$ cat config.mk
export PLATFORM = sky130hd
export DESIGN_NAME = ebs_battery_supervisor
export DESIGN_NICKNAME = d
export VERILOG_FILES = /design/src/logic/ebs_window_timer.v /design/src/logic/ebs_apb_slave.v /design/src/logic/ebs_battery_supervisor.v
export VERILOG_INCLUDE_DIRS = /design/src /design/src/logic
export SDC_FILE = /design/constraint.sdc
export NUM_CORES = 1
export LEC_CHECK = 0
export ABC_AREA = 1
export BUFFER_PORTS_ARGS = -buffer_cell sky130_fd_sc_hd__buf_2
export CORE_MARGIN = 2
export CORE_UTILIZATION = 30
export CTS_CLUSTER_DIAMETER = 40
export DETAILED_ROUTE_END_ITERATION = 7
export SLEW_MARGIN = 25
export SYNTH_ARGS = -nofsm -noshare
export SYNTH_HDL_FRONTEND = slang
export SYNTH_SLANG_ARGS = --single-unit
$ cat constraint.sdc
create_clock -name pclk -period 1.6 [get_ports pclk]
set_input_delay 0.32 -clock pclk [delete_from_list [all_inputs] [get_ports pclk]]
set_output_delay 0.32 -clock pclk [all_outputs]
set_load 0.05 [all_outputs]
$ cat src/logic/ebs_defines.vh
// constants for the encoder battery supervisor
`ifndef EBS_DEFINES_VH
`define EBS_DEFINES_VH
// register byte addresses
`define EBS_ADDR_CFG 12'h000
`define EBS_ADDR_STAT 12'h004
`define EBS_ADDR_IRQ_STAT 12'h008
`define EBS_ADDR_IRQ_MASK 12'h00c
`define EBS_ADDR_CTRL 12'h010
// field positions
`define EBS_CFG_SEL_BIT 0
`define EBS_STAT_ALARM_BIT 0
`define EBS_STAT_WARN_BIT 1
`define EBS_STAT_SERVO_BIT 2
`define EBS_STAT_MON_BIT 3
`define EBS_STAT_MODE_BIT 4
`define EBS_STAT_LOW_BIT 5
`define EBS_EV_ALARM_BIT 0
`define EBS_EV_WARN_BIT 1
`define EBS_EV_DONE_BIT 2
// reset values
`define EBS_CFG_RESET 1'b0
`define EBS_MASK_RESET 3'h0
// timing, seconds and clock rate
`define EBS_CLK_HZ 200000000
`define EBS_ALARM_OUT_S 5
`define EBS_MONITOR_S 4
`define EBS_ALARM_OUT_CYC (`EBS_ALARM_OUT_S * `EBS_CLK_HZ)
`define EBS_MONITOR_CYC (`EBS_MONITOR_S * `EBS_CLK_HZ)
`endif

$ cat src/logic/ebs_window_timer.v
// down counter timing the power-on windows
`timescale 1ns/1ps
module ebs_window_timer (
  input wire pclk,
  input wire presetn,
  input wire load,
  input wire [31:0] load_val,
  output wire expired
);
  reg [31:0] cnt_q;
  assign expired = (cnt_q == 32'h0000_0000);
  always @(posedge pclk or negedge presetn) begin
    if (!presetn) begin
      cnt_q <= 32'h0000_0000;
    end else if (load) begin
      cnt_q <= load_val;
    end else if (cnt_q != 32'h0000_0000) begin
      cnt_q <= cnt_q - 32'h0000_0001;
    end
  end
endmodule // ebs_window_timer

$ cat src/logic/ebs_apb_slave.v
// apb register slave for the battery supervisor
`timescale 1ns/1ps
`include "ebs_defines.vh"
module ebs_apb_slave (
  input wire pclk,
  input wire presetn,
  input wire psel,
  input wire penable,
  input wire pwrite,
  input wire [11:0] paddr,
  input wire [31:0] pwdata,
  output wire [31:0] prdata,
  output wire pready,
  output wire pslverr,
  input wire [5:0] status,
  input wire [2:0] events,
  output wire report_sel,
  output wire power_on_pulse,
  output wire irq
);
  reg [31:0] prdata_q;
  reg sel_q;
  reg [2:0] irq_stat_q;
  reg [2:0] irq_mask_q;
  reg pon_q;
  wire acc;
  wire wr;
  wire rd;
  wire mapped;
  wire rd_stat;
  assign acc = psel & penable;
  assign wr = acc & pwrite;
  assign rd = acc & ~pwrite;
  assign rd_stat = rd & (paddr == `EBS_ADDR_IRQ_STAT);
  assign mapped = (paddr == `EBS_ADDR_CFG) | (paddr == `EBS_ADDR_STAT) |
    (paddr == `EBS_ADDR_IRQ_STAT) | (paddr == `EBS_ADDR_IRQ_MASK) | (paddr == `EBS_ADDR_CTRL);
  assign pready = 1'b1;
  assign pslverr = acc & ~mapped;
  assign prdata = prdata_q;
  assign report_sel = sel_q;
  assign power_on_pulse = pon_q;
  assign irq = |(irq_stat_q & irq_mask_q);
  always @(posedge pclk or negedge presetn) begin
    if (!presetn) begin
      sel_q <= `EBS_CFG_RESET;
      irq_mask_q <= `EBS_MASK_RESET;
      irq_stat_q <= 3'h0;
      pon_q <= 1'b0;
      prdata_q <= 32'h0000_0000;
    end else begin
      pon_q <= wr & (paddr == `EBS_ADDR_CTRL) & pwdata[0];
      if (wr && paddr == `EBS_ADDR_CFG)
        sel_q <= pwdata[`EBS_CFG_SEL_BIT];
      if (wr && paddr == `EBS_ADDR_IRQ_MASK)
        irq_mask_q <= pwdata[2:0];
      // only bits already reported are cleared, so an event landing between
      // setup and access survives; a new event also wins over the clear
      irq_stat_q <= (irq_stat_q & ~(rd_stat ? prdata_q[2:0] : 3'h0)) | events;
      // read data is captured in setup so it stands through the access edge
      if (psel && !penable && !pwrite) begin
        case (paddr)
          `EBS_ADDR_CFG: prdata_q <= {31'h0, sel_q};
          `EBS_ADDR_STAT: prdata_q <= {26'h0, status};
          `EBS_ADDR_IRQ_STAT: prdata_q <= {29'h0, irq_stat_q};
          `EBS_ADDR_IRQ_MASK: prdata_q <= {29'h0, irq_mask_q};
          default: prdata_q <= 32'h0000_0000;
        endcase
      end
    end
  end
endmodule // ebs_apb_slave

$ cat src/logic/ebs_battery_supervisor.v
// encoder backup battery supervisor top
//
// The register addresses and the APB interface to the registers were chosen for this implementation.
`timescale 1ns/1ps
`include "ebs_defines.vh"
// Operation
// - low comparator means battery at or below threshold
// - select 0 gives alarm, latched at restart
// - select 1 gives warning instead
// - alarm output window, then four second sampling in alarm mode
// - alarm mode ignores lows after window
// - warning mode monitors continuously after window
// - alarm latched until next power cycle
module ebs_battery_supervisor #(
  parameter [31:0] ALARM_OUT_CYC = `EBS_ALARM_OUT_CYC,
  parameter [31:0] MONITOR_CYC = `EBS_MONITOR_CYC
) (
  input wire pclk,
  input wire presetn,
  input wire psel,
  input wire penable,
  input wire pwrite,
  input wire [11:0] paddr,
  input wire [31:0] pwdata,
  output wire [31:0] prdata,
  output wire pready,
  output wire pslverr,
  input wire battery_low,
  input wire control_power_on,
  output wire servo_alarm_output,
  output wire battery_alarm,
  output wire battery_warning,
  output wire irq
);
  localparam [3:0] ST_IDLE = 4'b0001;
  localparam [3:0] ST_ALMOUT = 4'b0010;
  localparam [3:0] ST_MON = 4'b0100;
  localparam [3:0] ST_RUN = 4'b1000;

  // every flop has its own next-value net
  reg [3:0] state_q;
  reg [3:0] state_d;
  reg mode_q;
  reg mode_d;
  reg alarm_q;
  reg alarm_d;
  reg warn_q;
  reg warn_d;
  reg servo_q;
  reg servo_d;
  reg [2:0] events_q;
  reg [2:0] events_d;

  // timer reload request
  reg load;
  reg [31:0] load_val;
  reg [5:0] status;

  // decoded state and strobes
  wire report_sel;
  wire sw_power_on;
  wire power_on;
  wire expired;
  wire in_almout;
  wire in_mon;
  wire in_run;
  wire startup_done;
  wire alarm_hit;
  wire warn_track;

  // one-hot membership test
  function in_state;
    input [3:0] cur;
    input [3:0] st;
    begin
      in_state = |(cur & st);
    end
  endfunction

  // state entered when the servo alarm output window ends
  function [3:0] after_startup;
    input mode;
    begin
      case (mode)
        1'b1: begin
          after_startup = ST_RUN;
        end
        default: begin
          after_startup = ST_MON;
        end
      endcase
    end
  endfunction

  // rising edge of a level against its registered copy
  function rising;
    input now;
    input was;
    begin
      rising = now & ~was;
    end
  endfunction

  assign power_on = control_power_on | sw_power_on;
  assign in_almout = in_state(state_q, ST_ALMOUT);
  assign in_mon = in_state(state_q, ST_MON);
  assign in_run = in_state(state_q, ST_RUN);
  assign startup_done = in_almout & expired;
  // alarm mode samples only inside the window
  assign alarm_hit = ~mode_q & in_mon & battery_low & ~alarm_q;
  // warning follows the comparator once running
  assign warn_track = mode_q & in_run;

  // outputs
  assign servo_alarm_output = servo_q;
  assign battery_alarm = alarm_q;
  assign battery_warning = warn_q;

  // status fields are placed by the shared bit positions
  always @* begin
    status = 6'h00;
    // the live comparator level is shown so software can watch a swap
    status[`EBS_STAT_ALARM_BIT] = alarm_q;
    status[`EBS_STAT_WARN_BIT] = warn_q;
    status[`EBS_STAT_SERVO_BIT] = servo_q;
    status[`EBS_STAT_MON_BIT] = in_mon;
    status[`EBS_STAT_MODE_BIT] = mode_q;
    status[`EBS_STAT_LOW_BIT] = battery_low;
  end

  ebs_window_timer u_timer (
    .pclk(pclk),
    .presetn(presetn),
    .load(load),
    .load_val(load_val),
    .expired(expired)
  );

  ebs_apb_slave u_regs (
    .pclk(pclk),
    .presetn(presetn),
    .psel(psel),
    .penable(penable),
    .pwrite(pwrite),
    .paddr(paddr),
    .pwdata(pwdata),
    .prdata(prdata),
    .pready(pready),
    .pslverr(pslverr),
    .status(status),
    .events(events_q),
    .report_sel(report_sel),
    .power_on_pulse(sw_power_on),
    .irq(irq)
  );

  // windows come from one cycle counter
  always @* begin
    state_d = state_q;
    // a restart always wins over the sequencer
    if (power_on) begin
      state_d = ST_ALMOUT;
    end else begin
      case (state_q)
        ST_IDLE: begin
          state_d = ST_IDLE;
        end
        ST_ALMOUT: begin
          // warning mode skips the sampling window
          if (expired) begin
            state_d = after_startup(mode_q);
          end
        end
        ST_MON: begin
          if (expired) begin
            state_d = ST_RUN;
          end
        end
        ST_RUN: begin
          state_d = ST_RUN;
        end
        default: begin
          state_d = ST_IDLE;
        end
      endcase
    end
  end

  // the timer is reloaded at power on and again for the monitoring window
  always @* begin
    load = 1'b0;
    load_val = ALARM_OUT_CYC;
    if (power_on) begin
      load = 1'b1;
    end else if (startup_done) begin
      load = 1'b1;
      load_val = MONITOR_CYC;
    end
  end

  // selection only takes effect at a restart
  always @* begin
    mode_d = mode_q;
    if (power_on) begin
      mode_d = report_sel;
    end
  end

  // latched until the next power cycle
  always @* begin
    alarm_d = alarm_q;
    if (power_on) begin
      alarm_d = 1'b0;
    end else if (alarm_hit) begin
      alarm_d = 1'b1;
    end
  end

  // warning flag tracks the comparator level
  always @* begin
    warn_d = warn_q;
    if (power_on) begin
      warn_d = 1'b0;
    end else if (warn_track) begin
      warn_d = battery_low;
    end
  end

  // an alarm keeps the servo alarm output up after the start window
  always @* begin
    servo_d = servo_q;
    if (power_on) begin
      servo_d = 1'b1;
    end else if (alarm_hit) begin
      servo_d = 1'b1;
    end else if (startup_done) begin
      servo_d = alarm_q;
    end
  end

  // one-cycle event pulses for the sticky status bits
  always @* begin
    events_d = 3'h0;
    if (!power_on) begin
      events_d[`EBS_EV_DONE_BIT] = startup_done;
      events_d[`EBS_EV_ALARM_BIT] = alarm_hit;
      events_d[`EBS_EV_WARN_BIT] = warn_track & rising(battery_low, warn_q);
    end
  end

  // power-on reset leaves everything idle until the first restart
  always @(posedge pclk or negedge presetn) begin
    if (!presetn) begin
      state_q <= ST_IDLE;
    end else begin
      state_q <= state_d;
    end
  end

  // mode is held between restarts
  always @(posedge pclk or negedge presetn) begin
    if (!presetn) begin
      mode_q <= `EBS_CFG_RESET;
    end else begin
      mode_q <= mode_d;
    end
  end

  // alarm flag
  always @(posedge pclk or negedge presetn) begin
    if (!presetn) begin
      alarm_q <= 1'b0;
    end else begin
      alarm_q <= alarm_d;
    end
  end

  // warning flag
  always @(posedge pclk or negedge presetn) begin
    if (!presetn) begin
      warn_q <= 1'b0;
    end else begin
      warn_q <= warn_d;
    end
  end

  // servo alarm output
  always @(posedge pclk or negedge presetn) begin
    if (!presetn) begin
      servo_q <= 1'b0;
    end else begin
      servo_q <= servo_d;
    end
  end

  // event pulses last one cycle
  always @(posedge pclk or negedge presetn) begin
    if (!presetn) begin
      events_q <= 3'h0;
    end else begin
      events_q <= events_d;
    end
  end
endmodule // ebs_battery_supervisor

==> results by group, run 1 <==
Drt
  • DRC: 6
  • Via total after detailed routing: around 3500
  • 1st-iter DRT viols: 224
  • Drt pass-1 iters: 7
  • Routed len/inst: around 13 um
  • Post-route ant nets: 0
  • Vias per cell: 4.66
  • Final wirelength: 9670 um

Outcome
  • Status: finished with violations
  • Failing checks: DRC, setup timing

Worst setup path
  • Worst EP required: between 1000 and 1500 ps
  • Slowest library cell on the worst path: or2_4
  • Arr. time, crit path: between 1000 and 1500 ps
  • Setup crit end kind: primary output
  • Critical Path Source Type: primary input
  • Max stage delay on crit path: about 260 ps
  • Worst-path fanout max: 3
  • WS Path Type: in -> out
  • Stages on worst setup path: 6
  • CP Buf/Inv Count: 2
  • Crit path max-delay family: simple AND/OR/NAND/NOR gates
  • R2R cell count: 11
  • Worst path cell trace: buf_6 > or2_4 > nor3_4 > nand4_1 > and3b_2 > buf_8

Timing
  • Setup TNS: -43.8 ps
  • # setup viols final: 1
  • RSZ-0062 raised after global routing: yes
  • Setup WS post-layout: -43.8 ps
  • Hold WS: 189 ps
  • Period minus WS final: approximately 1600 ps
  • Fin crit share: 1.03
  • Fin Clk Skew: between 5 and 6 ps
  • Final Hold Fails: 0
  • F_max: around 610 MHz
  • Slew Viols, Final: 0

Power and ir drop
  • Flop pwr share: 0.340
  • Switching part of the total: 0.314
  • Clk pwr share: 0.418
  • Net Sw Power: ~1.5 mW
  • Pint: approximately 3.3 mW
  • Combinational Power Share: 0.242
  • Leakage Power: ~2.4 nW
  • Peak supply drop: 0.424 mV
  • Total power: ~4.8 mW
  • P per Cell Area: between 900 and 1000 nW/um^2

Die
  • Initial Util: 0.310
  • Die area: 12800 um^2
  • Die width: 113 um
  • Core area: around 12000 um^2
  • I/O Pins: 89
  • DIE HEIGHT: between 100 and 150 um
  • Rows: 39

Final layout
  • Syn-to-layout area delta: 38.9%
  • Share of layout cells above drive strength 1: 0.339
  • Fill count: 1133
  • Layout net count: roughly 650
  • Layout Cells excl Fill: 748
  • Antenna diode count: 0

CTS
  • CTS max path bufs: 2
  • Clock root cell: clkbuf_16
  • CTS tree: done
  • H-Tree Depth: 3
  • Clk Latency, worst-skew pair: 330 ps
  • CTS Buf Count: 9
  • Clk sinks: between 50 and 60
  • Clock-pin slew on the worst setup and hold paths: about 50 ps

Min path
  • Hold Path Class: in -> reg
  • Hold path depth: 3

Synthesis
  • Post-synth top area cell: dfrtp_1
  • Main synth FF type: dfrtp_1
  • Mapped Area: around 3600 um^2
  • Number of synthesized flops with an enable pin: 0
  • FF+latch count, synth: between 50 and 60
  • Register area share after synthesis: 0.400
  • Syn_area_per_cell: between 7 and 8 um^2
  • Top post-synthesis cells by area: dfrtp_1, nand2_1, nor2_1
  • Syn Inst Count: ~490
  • Warnings from Yosys: 0
  • Yosys cell types: 38
  • Share of the synthesized area in the top cell type: 0.392
  • Async SR Flop Fraction: 1.00

Global route
  • Total grt overflow: 0
  • Largest net degree at the start of global routing: 26
  • Initial antenna violation count: 0
  • Vias in the first global route: roughly 3400
  • Global-route wire length before repair: around 16000 um
  • Gr usage total: 0.158

Placement
  • Final GP Congestion: 0.912
  • Placed wire-length estimate: ~7400 um
  • DP Cell Count: about 720
  • I/O Buffers: 32

Run
  • Number of max-cap violations: 0
[cells in the mapped netlist (3+ instances only)]
cell        n
nand2_1   105
nor2_1     89
dfrtp_1    56
inv_1      53
nand3_1    35
buf_4      27
o21ai_0    21
nand4_1    13
nor3_1     12
xor2_1     11
nor2_2      8
a21oi_1     7
nor2_4      7
nand2_2     6
nand2_4     4
nand3b_1    3
o21bai_1    3
xnor2_1     3
[worst paths after layout]
| path | startpoint | to | slack, ps |
|---|---|---|---|
| worst max-delay path | paddr[0] | pslverr | -40 |
| worst max register to register | u_timer.cnt_q[19] | u_timer.cnt_q[6] | 20 |
| max in group asynchronous | presetn | u_regs.prdata[2] | 610 |
| min in group asynchronous | presetn | u_timer.cnt_q[29] | 490 |
| worst min-delay path | pwdata[1] | u_regs.irq_mask_q[1] | 190 |
| worst min register to register | events_q[0] | u_regs.irq_stat_q[0] | 430 |
[area by class of cell]
| type | count | area (um^2) | area share |
|---|---|---|---|
| clock buffers | 12 | 267 | 0.0537 |
| clock inverters | 4 | 50.0 | 0.0101 |
| inverters | 55 | 209 | 0.0421 |
| multi-input cells | 370 | 2040 | 0.411 |
| flip-flops and latches | 57 | 1430 | 0.288 |
| well taps | 143 | 179 | 0.0361 |
| repair buffers | 107 | 791 | 0.159 |
[logic make-up after synthesis]
family | share of synthesized area
flops | 0.400
xor+xnor | 0.0343
other cells | 0.00210
simple gates | 0.379
buf+inv | 0.123
fa+ha+maj | 0.00350
compound gates | 0.0589
[power by group through the flow]
stage / combinational (mW) / sequential, mW / clock, mW
final: 1.16 / 1.63 / 2.00
after global routing: 1.26 / 1.64 / 2.10
after floorplan: 0.681 / 1.66 / 0
after global placement: 1.01 / 1.64 / 0
after detailed placement: 1.03 / 1.64 / 0
after CTS: 1.07 / 1.62 / 2.03
[flip-flops by register name (all words and copies together) (netlist names), 3 cells and up]
register / flops
u_timer.cnt_q: 32
u_regs.prdata: 6
events_q: 3
u_regs.irq_mask_q: 3
u_regs.irq_stat_q: 3
state_q: 4
[per-layer routing]
metal  up-vias  share of wire  global-route usage
li1       1733              -                   -
met1      1660           0.45               0.201
met2        80           0.50               0.268
met3        12          0.033              0.0284
met4         0          0.018              0.0626
met5         -              0                   0
[tightest hold or removal path: stages]
cell and delay (ps):
buf_2 70, nand2_1 40, nand2_1 50
[through the flow]
| step | setup slack [ps] | cell area [um^2] | utilization |
|---|---|---|---|
| final | -43.8 | 4960 | 0.431 |
| after floorplan | 1.21 | 3690 | - |
| after global placement | -93.8 | 4290 | 0.372 |
| after CTS | -58.1 | 4760 | 0.413 |
| after detailed placement | -87.4 | 4290 | 0.372 |
| after global routing | -80.9 | 4960 | 0.431 |
[cells in the final DEF (no fill, tap or decap), drive strengths merged, types with 7 or more instances in the layout]
cell | synthesis | final
inv | 54 | 54
buf | 30 | 106
nor2 | 105 | 105
nor3 | 13 | 13
nand4 | 13 | 13
nand3 | 36 | 36
conb | 2 | 27
o21ai | 22 | 22
clkbuf | 2 | 12
nand2 | 115 | 115
dfrtp | 56 | 56
xor2 | 11 | 11
a21oi | 7 | 7
[timing repair]
item | CTS | global route
hold buffers | 1 | 0
gates resized for setup | 18 | 57
pin swaps | 8 | 15
endpoints found under the hold margin | 14 | 0
setup endpoints to repair | 18 | 40
setup buffers | 13 | 2
Note: power is estimated with default switching activity, not from simulation.
==> run 2, diff against run 1 <==
--- a/config.mk
+++ b/config.mk
@@ -9,10 +9,11 @@
 export ABC_AREA = 1
 export BUFFER_PORTS_ARGS = -buffer_cell sky130_fd_sc_hd__buf_2
 export CORE_MARGIN = 2
-export CORE_UTILIZATION = 30
+export CORE_UTILIZATION = 40
 export CTS_CLUSTER_DIAMETER = 40
 export DETAILED_ROUTE_END_ITERATION = 7
 export SLEW_MARGIN = 25
 export SYNTH_ARGS = -nofsm -noshare
 export SYNTH_HDL_FRONTEND = slang
+export SYNTH_HIERARCHICAL = 1
 export SYNTH_SLANG_ARGS = --single-unit
==> results by group, run 2 <==
Outcome
  • Status: finished with violations
  • Failing checks: setup timing

Timing
  • Final Hold Fails: 0 (unchanged)
  • # setup viols final: 37 (+36)
  • Period minus WS final: 2080 ps (+433 ps)
  • Fin crit share: 1.30 (+0.271)
  • F_max: 482 MHz (-21%)
  • RSZ-0062 raised after global routing: yes
  • Setup WS post-layout: -477 ps (-433 ps)
  • Fin Clk Skew: 12.8 ps (+7.70 ps)
  • Setup TNS: -14820 ps (-14770 ps)
  • Slew Viols, Final: 0 (unchanged)

Die
  • Rows: 35 (-10%)
  • Die area: 10200 um^2 (-20%)
  • Die width: 101 um (-11%)
  • Initial Util: 0.409 (+0.0993)
  • I/O Pins: 89 (unchanged)
  • Core area: 9200 um^2 (-20%)
  • DIE HEIGHT: 101 um (-11%)

CTS
  • Clock root cell: clkbuf_8
  • H-Tree Depth: 3 (unchanged)
  • CTS tree: done
  • CTS Buf Count: 9 (unchanged)
  • CTS max path bufs: 2 (unchanged)
  • Clk Latency, worst-skew pair: 330 ps (about the same)
  • Clock-pin slew on the worst setup and hold paths: 70 ps (+20 ps)
  • Clk sinks: 57 (unchanged)

Min path
  • Hold Path Class: in -> reg
  • Startpoint of the worst hold path: pwdata[1]
  • Hold path depth: 3 (unchanged)
  • Hold Crit Endpoint: u_regs/irq_mask_q[1]

Global route
  • Initial antenna violation count: 0 (unchanged)
  • Global-route wire length before repair: 16200 um (+1.4%)
  • Largest net degree at the start of global routing: 58 (+120%)
  • Total grt overflow: 0 (unchanged)
  • Gr usage total: 0.204 (+0.0456)
  • Vias in the first global route: 3474 (+2.6%)

Placement
  • Pre-CTS setup slack: -519 ps (-432 ps)
  • Placed wire-length estimate: 7670 um (+3.5%)
  • Final GP Congestion: 0.894 (-2.0%)
  • I/O Buffers: 32 (unchanged)

Synthesis
  • Share of the synthesized area in the top cell type: 0.372 (-0.0202)
  • Async SR Flop Fraction: 1.00 (unchanged)
  • Number of synthesized flops with an enable pin: 0 (unchanged)
  • Post-synth top area cell: dfrtp_1
  • Top cells by count, synth: nand2_1, nor2_1, dfrtp_1
  • Mapped Area: 3760 um^2 (+5.4%)
  • Top post-synthesis cells by area: dfrtp_1, nand2_1, nor2_1
  • Warnings from Yosys: 6 (+6)
  • Most numerous cell in the Yosys netlist: nand2_1
  • Yosys cell types: 38 (unchanged)
  • Syn_area_per_cell: 7.06 um^2 (-3.3%)
  • Register area share after synthesis: 0.379 (-0.0206)
  • FF+latch count, synth: 57 (unchanged)
  • Main synth FF type: dfrtp_1
  • Syn Inst Count: 533 (+9.0%)

Worst setup path
  • CP Buf/Inv Count: 2 (unchanged)
  • Worst path cell trace: nor2_2 > nand2_2 > nor2_8 > nand4_1 > nor3_2 > inv_2 > o21ai_4 > buf_6 > nor2_2 > nand2_1 > nand2_1
  • WS Path Type: reg -> reg
  • Setup crit end kind: flop
  • Worst-path fanout max: 12 (+9)
  • Reg2Reg Launch Point: u_timer/cnt_q[6]
  • Max stage delay on crit path: 400 ps (+140 ps)
  • Worst EP required: 1830 ps (+550 ps)
  • Reg2Reg Setup Slack: -480 ps (-500 ps)
  • Critical Path Source Type: flop
  • Worst reg2reg endpoint: u_timer/cnt_q[22]
  • Slowest library cell on the worst path: dfrtp_1
  • Arr. time, crit path: 2300 ps (+980 ps)
  • R2R cell count: 11 (unchanged)
  • Crit path max-delay family: simple AND/OR/NAND/NOR gates

Final layout
  • Share of layout cells above drive strength 1: 0.287 (-0.0519)
  • Layout net count: 723 (+11%)
  • Max reg flops: 32 (unchanged)
  • Syn-to-layout area delta: 30.6%
  • Antenna diode count: 0 (unchanged)
  • Most common cell after layout, fill and taps aside: nand2_1
  • Commonest cells after routing, fill and taps aside: nand2_1, buf_4, nor2_1
  • Final core area utilization: 0.535 (+0.104)
  • Largest register by flop count: u_timer/cnt_q

Drt
  • 1st-iter DRT viols: 138 (-38%)
  • Final wirelength: 9800 um (+1.4%)
  • Post-route ant nets: 0 (unchanged)
  • Vias per cell: 4.60 (-1.3%)
  • Via total after detailed routing: 3619 (+3.8%)
  • DRC: 0 (-6)
  • Routed len/inst: 12.4 um (-3.7%)
  • Drt pass-1 iters: 4 (-3)

Power and ir drop
  • Peak supply drop: 0.411 mV (-3.1%)
  • Leakage Power: 2.45 nW (+1.7%)
  • P per Cell Area: 725 nW/um^2 (-25%)

Run
  • Number of max-cap violations: 0 (unchanged)
==> run 2: changes by cell type after synthesis, moves of 4 or more <==
cell,before,now
o21ai_1,1,19
o21ai_0,21,13
nor2_1,89,78
inv_1,53,48
nand4_1,13,6
nor2_2,8,15
nor3_1,12,3
nand2_1,105,154
nand3_1,35,39
==> run 2: final cells by class <==
type                    instances  area (um^2)
multi-input cells             436         2140
clock buffers                  10          128
inverters                      53          209
clock inverters                 6         35.0
fillers                       932         4280
repair buffers                114          838
flip-flops and latches         57         1430
well taps                     111          139
==> run 2: layer usage <==
layer	global-route usage	vias to the layer above	routed length, um
met4	0.0707	0	148
met2	0.354	104	4710
met3	0.0257	12	519
met1	0.261	1633	4420
li1	-	1870	-
met5	0	-	0
==> run 2: what timing repair did <==
| item | 4_1_cts | 5_1_grt |
|---|---|---|
| cloned | 0 | 0 |
| setup endpoints to repair | 37 | 38 |
| pin swaps | 6 | 9 |
| hold buffers | 1 | 0 |
| gates resized for setup | 9 | 10 |
| buffers inserted | 4 | 1 |
| hold endpoints to repair | 32 | 0 |
==> run 2: kinds of logic (layout without fill, tap and decap cells) <==
| kind of cell | Yosys count | after routing | synth area share |
|---|---|---|---|
| other | 4 | 50 | 0.00399 |
| DFF | 57 | 57 | 0.379 |
| buffers and inverters | 86 | 183 | 0.116 |
| adders and majority gates | 1 | 1 | 0.00332 |
| xor gates and xnor gates | 15 | 15 | 0.0349 |
| AOI/OAI and AO/OA | 46 | 46 | 0.0695 |
| and+or+nand+nor | 324 | 324 | 0.393 |
==> run 2: power breakdown <==
group / internal (mW) / total [mW] / switching (mW)
registers: 1.52 / 1.58 / 0.0588
clock network: 0.550 / 1.15 / 0.596
logic: 0.318 / 0.839 / 0.521
total: 2.39 / 3.57 / 1.18
==> run 2: worst register-to-register path, cell delays in order, from the launching register on <==
cell     delay (ps)
dfrtp_1         400
nor2_2          140
nand2_2         110
nor2_8          130
nand4_1         140
nor3_2          250
inv_2           100
o21ai_4         200
buf_6           210
nor2_2          130
nand2_1         110
nand2_1          50
==> run 2: how the worst max path moves through the flow <==
stage                           start                end  slack [ps]  depth (start not counted)
floorplan            u_timer/cnt_q[1]  u_timer/cnt_q[28]        -550                         14
global placement     u_timer/cnt_q[4]  u_timer/cnt_q[28]        -480                         13
detailed placement   u_timer/cnt_q[6]  u_timer/cnt_q[27]        -520                         11
CTS                  u_timer/cnt_q[4]  u_timer/cnt_q[28]        -490                         13
global route        u_timer/cnt_q[17]  u_timer/cnt_q[28]        -640                         13
finish               u_timer/cnt_q[6]  u_timer/cnt_q[22]        -480                         11
==> run 2: through the flow <==
stage               total power, mW  hold WS, ps  area (um^2)  instances
floorplan                      2.15         24.4         3980        579
global placement               2.41          354         4650        767
detailed placement             2.42          351         4650        767
CTS                            3.59          213         4900        787
global route                   3.74          221         4920        787
finish                         3.57          231         4920        787
